File: src/rph_defs.vh
`ifndef RPH_DEFS_VH
`define RPH_DEFS_VH

// Register indices; byte address is four times the index
`define RPH_IDX_PLEN     16'hdf02
`define RPH_IDX_CTLA     16'hdf03
`define RPH_IDX_CTLB     16'hdf04
`define RPH_IDX_ADDR     16'hdf05
`define RPH_IDX_STAT     16'hdf3e

// Reset values
`define RPH_RST_PLEN     8'hff
`define RPH_RST_CTLA     8'h04
`define RPH_RST_CTLB     8'h45
`define RPH_RST_ADDR     8'h00

// Writable bit masks, unused bits read as zero
`define RPH_MASK_CTLA    8'he7
`define RPH_MASK_CTLB    8'h7f

// Field positions in control register a
`define RPH_PQ_THR_HI    7
`define RPH_PQ_THR_LO    5
`define RPH_APPEND_BIT   2
`define RPH_ADRCHK_HI    1
`define RPH_ADRCHK_LO    0

// Field positions in control register b
`define RPH_WHITE_BIT    6
`define RPH_FMT_HI       5
`define RPH_FMT_LO       4
`define RPH_LEGACY_BIT   3
`define RPH_CRCEN_BIT    2
`define RPH_LENCFG_HI    1
`define RPH_LENCFG_LO    0

// Encodings
`define RPH_FMT_PN9      2'b10
`define RPH_LEN_FIXED    2'b00
`define RPH_LEN_VAR      2'b01
`define RPH_ADR_NONE     2'b00
`define RPH_ADR_BC0      2'b10
`define RPH_ADR_BC0FF    2'b11
`define RPH_BCAST_LO     8'h00
`define RPH_BCAST_HI     8'hff

// Preamble quality counter steps
`define RPH_PQ_INC       5'h01
`define RPH_PQ_DEC       5'h08
`define RPH_PQ_MAX       5'h1f

// CRC and whitening seeds and polynomials
`define RPH_CRC_INIT     16'hffff
`define RPH_CRC_POLY     16'h8005
`define RPH_CRC_POLY_OLD 16'h1021
`define RPH_PN9_INIT     9'h1ff

`endif

File: src/rph_ctrl.v
// Decided for this implementation: the AHB-Lite slave port.
`timescale 1ns/10ps
`include "rph_defs.vh"

module rph_ctrl (
  // Clock and reset
  input  wire        hclk,
  input  wire        hresetn,
  // AHB-Lite slave
  input  wire        hsel,
  input  wire [31:0] haddr,
  input  wire [1:0]  htrans,
  input  wire        hwrite,
  input  wire [2:0]  hsize,
  input  wire [31:0] hwdata,
  input  wire        hready,
  output reg  [31:0] hrdata,
  output reg         hreadyout,
  output reg         hresp,
  // Demodulated bit stream and sync detector
  input  wire        rx_bit_valid,
  input  wire        rx_bit,
  input  wire        sync_det,
  // Received bytes and link metrics
  input  wire        rx_byte_valid,
  input  wire [7:0]  rx_byte,
  input  wire [7:0]  rssi,
  input  wire [6:0]  lqi,
  // Received packet output
  output reg         sync_accept,
  output reg         rx_out_valid,
  output reg  [7:0]  rx_out_byte,
  output reg         rx_done,
  output reg         rx_drop,
  output reg         rx_crc_ok,
  // Transmit byte stream
  input  wire        tx_in_valid,
  input  wire [7:0]  tx_in_byte,
  input  wire        tx_in_last,
  output reg         tx_out_valid,
  output reg  [7:0]  tx_out_byte,
  output reg         tx_busy
);

  localparam [4:0] RX_IDLE = 5'h01;
  localparam [4:0] RX_LEN  = 5'h02;
  localparam [4:0] RX_DATA = 5'h04;
  localparam [4:0] RX_CRC  = 5'h08;
  localparam [4:0] RX_STAT = 5'h10;

  // One CRC-16 byte step, MSB first
  function [15:0] crc_step;
    input [15:0] crc;
    input [7:0]  data;
    input [15:0] poly;
    integer i;
    reg [15:0] c;
    begin
      c = crc;
      for (i = 7; i >= 0; i = i - 1) begin
        if (c[15] ^ data[i])
          c = {c[14:0], 1'b0} ^ poly;
        else
          c = {c[14:0], 1'b0};
      end
      crc_step = c;
    end
  endfunction

  // Advance the PN9 sequence by eight bits
  function [8:0] pn9_adv8;
    input [8:0] s;
    integer i;
    reg [8:0] t;
    begin
      t = s;
      for (i = 0; i < 8; i = i + 1)
        t = {t[5] ^ t[0], t[8:1]};
      pn9_adv8 = t;
    end
  endfunction

  reg  [7:0]  plen_r;
  reg  [7:0]  ctla_r;
  reg  [7:0]  ctlb_r;
  reg  [7:0]  devaddr_r;
  reg  [7:0]  plen_nxt;
  reg  [7:0]  ctla_nxt;
  reg  [7:0]  ctlb_nxt;
  reg  [7:0]  devaddr_nxt;
  reg         wr_pend_r;
  reg  [15:0] widx_r;
  reg  [7:0]  rd_nxt;

  reg  [4:0]  rx_st_r;
  reg  [7:0]  rx_rem_r;
  reg         rx_first_r;
  reg         rx_sub_r;
  reg  [8:0]  rx_pn_r;
  reg  [15:0] rx_crc_r;

  reg  [1:0]  tx_pend_r;
  reg         tx_first_r;
  reg  [8:0]  tx_pn_r;
  reg  [15:0] tx_crc_r;

  wire        pq_gate;
  wire        sync_ok;

  // Configuration fields
  wire [2:0]  pq_thr   = ctla_r[`RPH_PQ_THR_HI:`RPH_PQ_THR_LO];
  wire        append   = ctla_r[`RPH_APPEND_BIT];
  wire [1:0]  adr_mode = ctla_r[`RPH_ADRCHK_HI:`RPH_ADRCHK_LO];
  wire        white_en = ctlb_r[`RPH_WHITE_BIT];
  wire [1:0]  fmt      = ctlb_r[`RPH_FMT_HI:`RPH_FMT_LO];
  wire        legacy   = ctlb_r[`RPH_LEGACY_BIT];
  wire        crc_en   = ctlb_r[`RPH_CRCEN_BIT];
  wire [1:0]  len_cfg  = ctlb_r[`RPH_LENCFG_HI:`RPH_LENCFG_LO];
  wire [15:0] poly     = legacy ? `RPH_CRC_POLY_OLD : `RPH_CRC_POLY;

  // Bus address phase decode
  wire        ap_valid = hsel && htrans[1] && hready;
  wire        ap_hit   = (haddr[31:18] == 14'h0000) && (haddr[1:0] == 2'b00)
                         && (hsize == 3'b010);
  wire [15:0] ap_idx   = haddr[17:2];

  // Write data lands in the data phase
  always @* begin
    plen_nxt    = plen_r;
    ctla_nxt    = ctla_r;
    ctlb_nxt    = ctlb_r;
    devaddr_nxt = devaddr_r;
    if (wr_pend_r) begin
      case (widx_r)
        `RPH_IDX_PLEN:   plen_nxt    = hwdata[7:0];
        `RPH_IDX_CTLA:   ctla_nxt    = hwdata[7:0] & `RPH_MASK_CTLA;
        `RPH_IDX_CTLB:   ctlb_nxt    = hwdata[7:0] & `RPH_MASK_CTLB;
        `RPH_IDX_ADDR:   devaddr_nxt = hwdata[7:0];
        default:         plen_nxt    = plen_r;
      endcase
    end
  end

  // Read mux sees a write finishing in the same cycle
  always @* begin
    case (ap_idx)
      `RPH_IDX_PLEN:   rd_nxt = plen_nxt;
      `RPH_IDX_CTLA:   rd_nxt = ctla_nxt;
      `RPH_IDX_CTLB:   rd_nxt = ctlb_nxt;
      `RPH_IDX_ADDR:   rd_nxt = devaddr_nxt;
      `RPH_IDX_STAT:   rd_nxt = {4'h0, pq_gate, rx_crc_ok, tx_busy, ~rx_st_r[0]};
      default:         rd_nxt = 8'h00;
    endcase
  end

  // Bus slave: zero wait states, always OKAY
  always @(posedge hclk or negedge hresetn) begin
    if (!hresetn) begin
      hreadyout <= 1'b0;
      hresp     <= 1'b0;
      hrdata    <= 32'h0000_0000;
      wr_pend_r <= 1'b0;
      widx_r    <= 16'h0000;
      plen_r    <= `RPH_RST_PLEN;
      ctla_r    <= `RPH_RST_CTLA;
      ctlb_r    <= `RPH_RST_CTLB;
      devaddr_r <= `RPH_RST_ADDR;
    end else begin
      hreadyout <= 1'b1;
      hresp     <= 1'b0;
      plen_r    <= plen_nxt;
      ctla_r    <= ctla_nxt;
      ctlb_r    <= ctlb_nxt;
      devaddr_r <= devaddr_nxt;
      wr_pend_r <= ap_valid && hwrite && ap_hit;
      widx_r    <= ap_idx;
      if (ap_valid && !hwrite)
        hrdata <= ap_hit ? {24'h00_0000, rd_nxt} : 32'h0000_0000;
    end
  end

  // Preamble quality estimator on the raw bit stream
  rph_pqe u_pqe (
    .clk       (hclk),
    .rst_n     (hresetn),
    .bit_valid (rx_bit_valid),
    .bit_in    (rx_bit),
    .clr       (sync_accept),
    .threshold (pq_thr),
    .gate      (pq_gate)
  );

  assign sync_ok = sync_det && pq_gate && rx_st_r[0];

  // Receive byte after de-whitening and its CRC update
  wire [7:0]  rx_d     = white_en ? (rx_byte ^ rx_pn_r[7:0]) : rx_byte;
  wire [15:0] rx_crc_w = crc_step(rx_crc_r, rx_d, poly);
  wire        adr_ok   = (rx_d == devaddr_r)
                         || (adr_mode[1] && (rx_d == `RPH_BCAST_LO))
                         || ((adr_mode == `RPH_ADR_BC0FF) && (rx_d == `RPH_BCAST_HI));
  wire        rx_last  = (rx_rem_r == 8'h01);

  // Receive sequencer; packet format is ignored so PN9 mode acts as normal
  always @(posedge hclk or negedge hresetn) begin
    if (!hresetn) begin
      rx_st_r      <= RX_IDLE;
      rx_rem_r     <= 8'h00;
      rx_first_r   <= 1'b0;
      rx_sub_r     <= 1'b0;
      rx_pn_r      <= `RPH_PN9_INIT;
      rx_crc_r     <= `RPH_CRC_INIT;
      sync_accept  <= 1'b0;
      rx_out_valid <= 1'b0;
      rx_out_byte  <= 8'h00;
      rx_done      <= 1'b0;
      rx_drop      <= 1'b0;
      rx_crc_ok    <= 1'b0;
    end else begin
      sync_accept  <= sync_ok;
      rx_out_valid <= 1'b0;
      rx_done      <= 1'b0;
      rx_drop      <= 1'b0;
      if (rx_byte_valid && (rx_st_r[1] || rx_st_r[2] || rx_st_r[3])) begin
        rx_pn_r  <= pn9_adv8(rx_pn_r);
        rx_crc_r <= rx_crc_w;
      end
      case (rx_st_r)
        RX_IDLE: begin
          if (sync_ok) begin
            rx_pn_r    <= `RPH_PN9_INIT;
            rx_crc_r   <= `RPH_CRC_INIT;
            rx_rem_r   <= plen_r;
            rx_first_r <= 1'b1;
            rx_sub_r   <= 1'b0;
            rx_crc_ok  <= 1'b0;
            if (len_cfg == `RPH_LEN_VAR)
              rx_st_r <= RX_LEN;
            else
              rx_st_r <= RX_DATA;
          end
        end
        RX_LEN: begin
          if (rx_byte_valid) begin
            if ((rx_d == 8'h00) || (rx_d > plen_r)) begin
              rx_drop <= 1'b1;
              rx_st_r <= RX_IDLE;
            end else begin
              rx_rem_r     <= rx_d;
              rx_out_valid <= 1'b1;
              rx_out_byte  <= rx_d;
              rx_st_r      <= RX_DATA;
            end
          end
        end
        RX_DATA: begin
          if (rx_byte_valid) begin
            rx_first_r <= 1'b0;
            if (rx_first_r && (adr_mode != `RPH_ADR_NONE) && !adr_ok) begin
              rx_drop <= 1'b1;
              rx_st_r <= RX_IDLE;
            end else begin
              rx_out_valid <= 1'b1;
              rx_out_byte  <= rx_d;
              rx_rem_r     <= rx_rem_r - 8'h01;
              if (rx_last) begin
                if (crc_en)
                  rx_st_r <= RX_CRC;
                else if (append)
                  rx_st_r <= RX_STAT;
                else begin
                  rx_done <= 1'b1;
                  rx_st_r <= RX_IDLE;
                end
              end
            end
          end
        end
        RX_CRC: begin
          if (rx_byte_valid) begin
            rx_sub_r <= ~rx_sub_r;
            if (rx_sub_r) begin
              rx_crc_ok <= (rx_crc_w == 16'h0000);
              if (append)
                rx_st_r <= RX_STAT;
              else begin
                rx_done <= 1'b1;
                rx_st_r <= RX_IDLE;
              end
            end
          end
        end
        RX_STAT: begin
          rx_out_valid <= 1'b1;
          rx_sub_r     <= ~rx_sub_r;
          if (!rx_sub_r)
            rx_out_byte <= rssi;
          else begin
            rx_out_byte <= {rx_crc_ok, lqi};
            rx_done     <= 1'b1;
            rx_st_r     <= RX_IDLE;
          end
        end
        default: rx_st_r <= RX_IDLE;
      endcase
    end
  end

  // Transmit side: frame start selects fresh seeds
  wire        tx_pn9   = (fmt == `RPH_FMT_PN9);
  wire [8:0]  tx_pn_c  = tx_first_r ? `RPH_PN9_INIT : tx_pn_r;
  wire [15:0] tx_crc_c = tx_first_r ? `RPH_CRC_INIT : tx_crc_r;
  wire [7:0]  tx_crc_b = tx_pend_r[1] ? tx_crc_r[15:8] : tx_crc_r[7:0];
  wire [7:0]  tx_white = white_en ? tx_pn_c[7:0] : 8'h00;

  // Transmit whitening, CRC append and PN9 test data
  always @(posedge hclk or negedge hresetn) begin
    if (!hresetn) begin
      tx_pend_r    <= 2'b00;
      tx_first_r   <= 1'b1;
      tx_pn_r      <= `RPH_PN9_INIT;
      tx_crc_r     <= `RPH_CRC_INIT;
      tx_out_valid <= 1'b0;
      tx_out_byte  <= 8'h00;
      tx_busy      <= 1'b0;
    end else begin
      tx_out_valid <= 1'b0;
      if (tx_pend_r != 2'b00) begin
        tx_out_valid <= 1'b1;
        tx_out_byte  <= tx_crc_b ^ tx_white;
        tx_pn_r      <= pn9_adv8(tx_pn_r);
        tx_pend_r    <= {1'b0, tx_pend_r[1]};
        tx_busy      <= tx_pend_r[1];
        if (tx_pend_r[0])
          tx_first_r <= 1'b1;
      end else if (tx_in_valid) begin
        tx_out_valid <= 1'b1;
        tx_pn_r      <= pn9_adv8(tx_pn_c);
        tx_crc_r     <= crc_step(tx_crc_c, tx_in_byte, poly);
        tx_first_r   <= tx_in_last;
        if (tx_pn9)
          tx_out_byte <= tx_pn_c[7:0];
        else
          tx_out_byte <= tx_in_byte ^ tx_white;
        if (tx_in_last && crc_en && !tx_pn9) begin
          tx_pend_r  <= 2'b10;
          tx_busy    <= 1'b1;
          tx_first_r <= 1'b0;
        end
      end
    end
  end

endmodule

File: src/rph_pqe.v
`timescale 1ns/10ps
`include "rph_defs.vh"

module rph_pqe (
  // Clock and reset
  input  wire       clk,
  input  wire       rst_n,
  // Received bit stream
  input  wire       bit_valid,
  input  wire       bit_in,
  input  wire       clr,
  // Threshold and gate
  input  wire [2:0] threshold,
  output wire       gate
);

  reg [4:0] cnt_r;
  reg       prev_r;
  reg       have_prev_r;

  // Zero threshold always passes, else count must reach four times it
  assign gate = (threshold == 3'h0) || (cnt_r >= {threshold, 2'b00});

  // Quality counter: up on transition, down on repeat
  always @(posedge clk or negedge rst_n) begin
    if (!rst_n) begin
      cnt_r       <= 5'h00;
      prev_r      <= 1'b0;
      have_prev_r <= 1'b0;
    end else if (clr) begin
      cnt_r       <= 5'h00;
      have_prev_r <= 1'b0;
    end else if (bit_valid) begin
      prev_r      <= bit_in;
      have_prev_r <= 1'b1;
      if (have_prev_r && (bit_in != prev_r)) begin
        if (cnt_r != `RPH_PQ_MAX)
          cnt_r <= cnt_r + `RPH_PQ_INC;
      end else if (have_prev_r) begin
        if (cnt_r > `RPH_PQ_DEC)
          cnt_r <= cnt_r - `RPH_PQ_DEC;
        else
          cnt_r <= 5'h00;
      end
    end
  end

endmodule

File: config.mk
export PLATFORM = sky130hd
export DESIGN_NAME = rph_ctrl
export DESIGN_NICKNAME = d
export VERILOG_FILES = /design/src/rph_ctrl.v /design/src/rph_pqe.v
export VERILOG_INCLUDE_DIRS = /design/src
export SDC_FILE = /design/constraint.sdc
export NUM_CORES = 1
export LEC_CHECK = 0
export BUFFER_PORTS_ARGS = -buffer_cell sky130_fd_sc_hd__buf_2
export CORE_UTILIZATION = 54
export CTS_BUF_LIST = sky130_fd_sc_hd__clkbuf_4
export CTS_CLUSTER_DIAMETER = 30
export DETAILED_ROUTE_END_ITERATION = 8
export GPL_TIMING_DRIVEN = 1
export HOLD_SLACK_MARGIN = 0.12
export PLACE_DENSITY = 0.83
export SLEW_MARGIN = 10
export SYNTH_ARGS = -nofsm -noshare
export SYNTH_HDL_FRONTEND = slang
export SYNTH_HIERARCHICAL = 1
export SYNTH_SLANG_ARGS = --single-unit
File: constraint.sdc
create_clock -name hclk -period 8 [get_ports hclk]
set_input_delay 1.2 -clock hclk [delete_from_list [all_inputs] [get_ports hclk]]
set_output_delay 1.2 -clock hclk [all_outputs]
set_load 0.01 [all_outputs]
==> summary.txt <==
Relative slew slack -> 0.190
Final setup vio count -> 0
CP startpoint kind -> flip-flop
Drt wl/cell -> 17.3 um
Resized cells post-CTS -> 0
Fmax -> 254 MHz
# fillers -> 1505
DR DRC count -> 0
Vias in the first global route -> 7595
Status -> finished clean
Worst IR Drop VDD -> 0.317 mV
Sequential element share of the synthesized area -> 0.400
DR vias -> 8056
Area grow syn2layout -> 8.68%
Min Hold Slack -> 0.494 ns
Worst Setup SP -> ctlb_r[6]
Synth warn -> 6
Hold path start -> rx_crc_r[4]
Die ar. -> 19000 um^2
Max-cap violations -> 0
Final worst path period need -> 3.94 ns
Remaining Overflow, GRT -> 0
Global Route Usage Sum -> 0.261
Most frequent cell after synthesis -> nand2_1
Commonest cells post-synth -> 99 x nand2_1, 97 x o21ai_0, 92 x dfrtp_1
Die width -> 138 um
Async S/R FF share, synth -> 1.00
Average cell area after synthesis -> 9.57 um^2
Clk sink count -> 156
Root buffer cell -> clkbuf_4
Pleak -> 0.00473 uW
PortBufs -> 117
Starting density of the core -> 0.552
Pint -> 2500 uW
Largest net degree at the start of global routing -> 84
Io pins -> 168
H-tree depth -> 4
Final wirelength -> 23600 um
Core Area -> 18000 um^2
Worst Max-Slew Pin Slew -> 1.20 ns
Synth Instances -> 1040
Reg clk slew, reported paths -> 0.13 ns
DP HPWL -> 16800 um
Setup TNS -> 0 ns
Antenna-violating nets left -> 0
Synth Cell Area -> 9950 um^2
Post-synth EDFFs -> 0
Routability Congestion -> 0.901
PwrDens -> 399 nW/um^2
Final Hold Fails -> 0
Worst endpoint required time -> 8.46 ns
Net Switching -> 1810 uW
Critical path arrival -> 4.40 ns
Utilization after layout -> 0.600
Maximum net fanout on the critical path -> 25
Critical path class -> reg2reg
Hold_buf cts -> 0
Layout Skew -> 0.0238 ns
Critical Path Slowest Stage Cell -> dfstp_2
Fin crit share -> 0.492
Worst-skew pair later-pin latency -> 0.59 ns
Worst-path cell chain -> nand2_1, xnor2_1, inv_1, ha_1, nand3_1, o221ai_1, a21oi_1, o21ai_0, a21o_1, or2_2, nand2_1, a21boi_2, mux2_2
Distinct cells, synth -> 83
Synth area leaders -> dfrtp_1 23%, dfstp_2 17%, xnor2_1 6.9%
Synthesized flop and latch total -> 156
CTS Buf Count -> 17
Final nets -> 1249
Layout cells sized above 1 -> 0.247
First drt pass iteration count -> 7
Cell Rows -> 49
Crit end category -> flip-flop
Crit path largest cell delay -> 0.86 ns
Clock group share of total power -> 0.125
Yosys top cell by area -> dfrtp_1
Pins Over Slew Limit -> 0
Die H -> 138 um
Final non-filler cell total -> 1364
CTS tree -> built
Reg power frac -> 0.305
Switching share of power -> 0.420
Placed Instances -> 1331
Worst path most repeated cell -> nand2_1
First-pass GRT wire length -> 38300 um
Clk buf depth -> 2
1st-iter DRT viols -> 531
Unrepaired setup endpoints after global routing -> false
Main synth FF type -> dfrtp_1
Post-CTS Setup Inserts -> 0
Post-synth top area share -> 0.231
Hold WC Path Type -> reg2reg
Via density per instance -> 5.91
Initial antenna violation count -> 1
Combinational power share -> 0.570
Reg2reg start -> ctlb_r[6]
-- logic make-up after synthesis --
group                      after synthesis  share of synthesized area
AOI/OAI and AO/OA                      243                      0.155
xor gates and xnor gates               132                      0.142
adders and majority gates               17                     0.0214
buffers and inverters                  123                     0.0618
DFF                                    156                      0.400
muxes                                   56                     0.0614
other                                    2                   0.000755
and+or+nand+nor                        311                      0.157
-- critical path, delay by kind of cell (launching register included) --
kind                       cells  cell delay, ns
AOI/OAI and AO/OA              5            1.08
muxes                          1            0.40
buffers and inverters          1            0.11
and+or+nand+nor                4            0.48
xor gates and xnor gates       1            0.57
adders and majority gates      1            0.30
DFF                            1            0.86
-- worst paths after layout --
kind                                        to  slack [ns]  depth (start not counted)
min in group asynchronous            hreadyout        0.62                          1
worst max register to register  rx_out_byte[1]        4.06                         13
worst min-delay path               rx_crc_r[4]        0.49                          2
worst max-delay path            rx_out_byte[1]        4.06                         13
worst min register to register     rx_crc_r[4]        0.49                          2
max in group asynchronous         tx_out_valid        5.89                          2
-- cell usage in the layout, fill, tap and decap left out, types with 20 or more instances in the layout --
cell,n
a21oi_1,26
buf_2,116
clkbuf_4,20
conb_1,26
dfrtp_1,92
dfstp_2,64
inv_1,38
mux2_2,38
nand2_1,99
nand3_1,42
nor2_1,57
o211ai_1,29
o21ai_0,97
xnor2_1,78
xor2_1,37
-- power by group through the flow --
stage	clock network (uW)	logic [uW]	registers, uW
final	539	2460	1320
after global routing	581	2680	1350
after CTS	547	2450	1310
after detailed placement	0	2430	1320
after global placement	0	2340	1310
after floorplan	0	2040	1220
-- flip-flops by register name (all words and copies together) (netlist names), 9 cells and up --
register / count
rx_crc_r: 16
rx_pn_r: 9
tx_crc_r: 16
tx_pn_r: 9
widx_r: 16
-- metal layers --
layer | share of wire | routed length, um | vias to the layer above | GRT usage
met5 | 0 | 0 | - | 0
met4 | 0.024 | 557 | 0 | 0.0845
met3 | 0.064 | 1520 | 46 | 0.0625
met2 | 0.47 | 11100 | 317 | 0.423
met1 | 0.44 | 10500 | 3903 | 0.344
li1 | - | - | 3790 | -
-- through the flow --
step	setup WS, ns	total power (uW)	area, um^2
6_report	4.06	4310	10800
5_1_grt	3.93	4610	10800
4_1_cts	4.18	4300	10800
3_5_place_dp	3.78	3750	10500
3_3_place_gp	3.88	3650	10500
2_1_floorplan	4.43	3260	10000
-- final cells by class --
cell class | instances | area (um^2) | share of cell area
repair buffers | 122 | 629 | 0.0582
flip-flops and latches | 156 | 3980 | 0.368
inverters | 39 | 146 | 0.0135
clock inverters | 12 | 173 | 0.0160
clock buffers | 20 | 150 | 0.0139
multi-input cells | 785 | 5440 | 0.503
well taps | 229 | 287 | 0.0265
diodes | 1 | 2.50 | 0.000231
(Power assumes the default switching activity.)
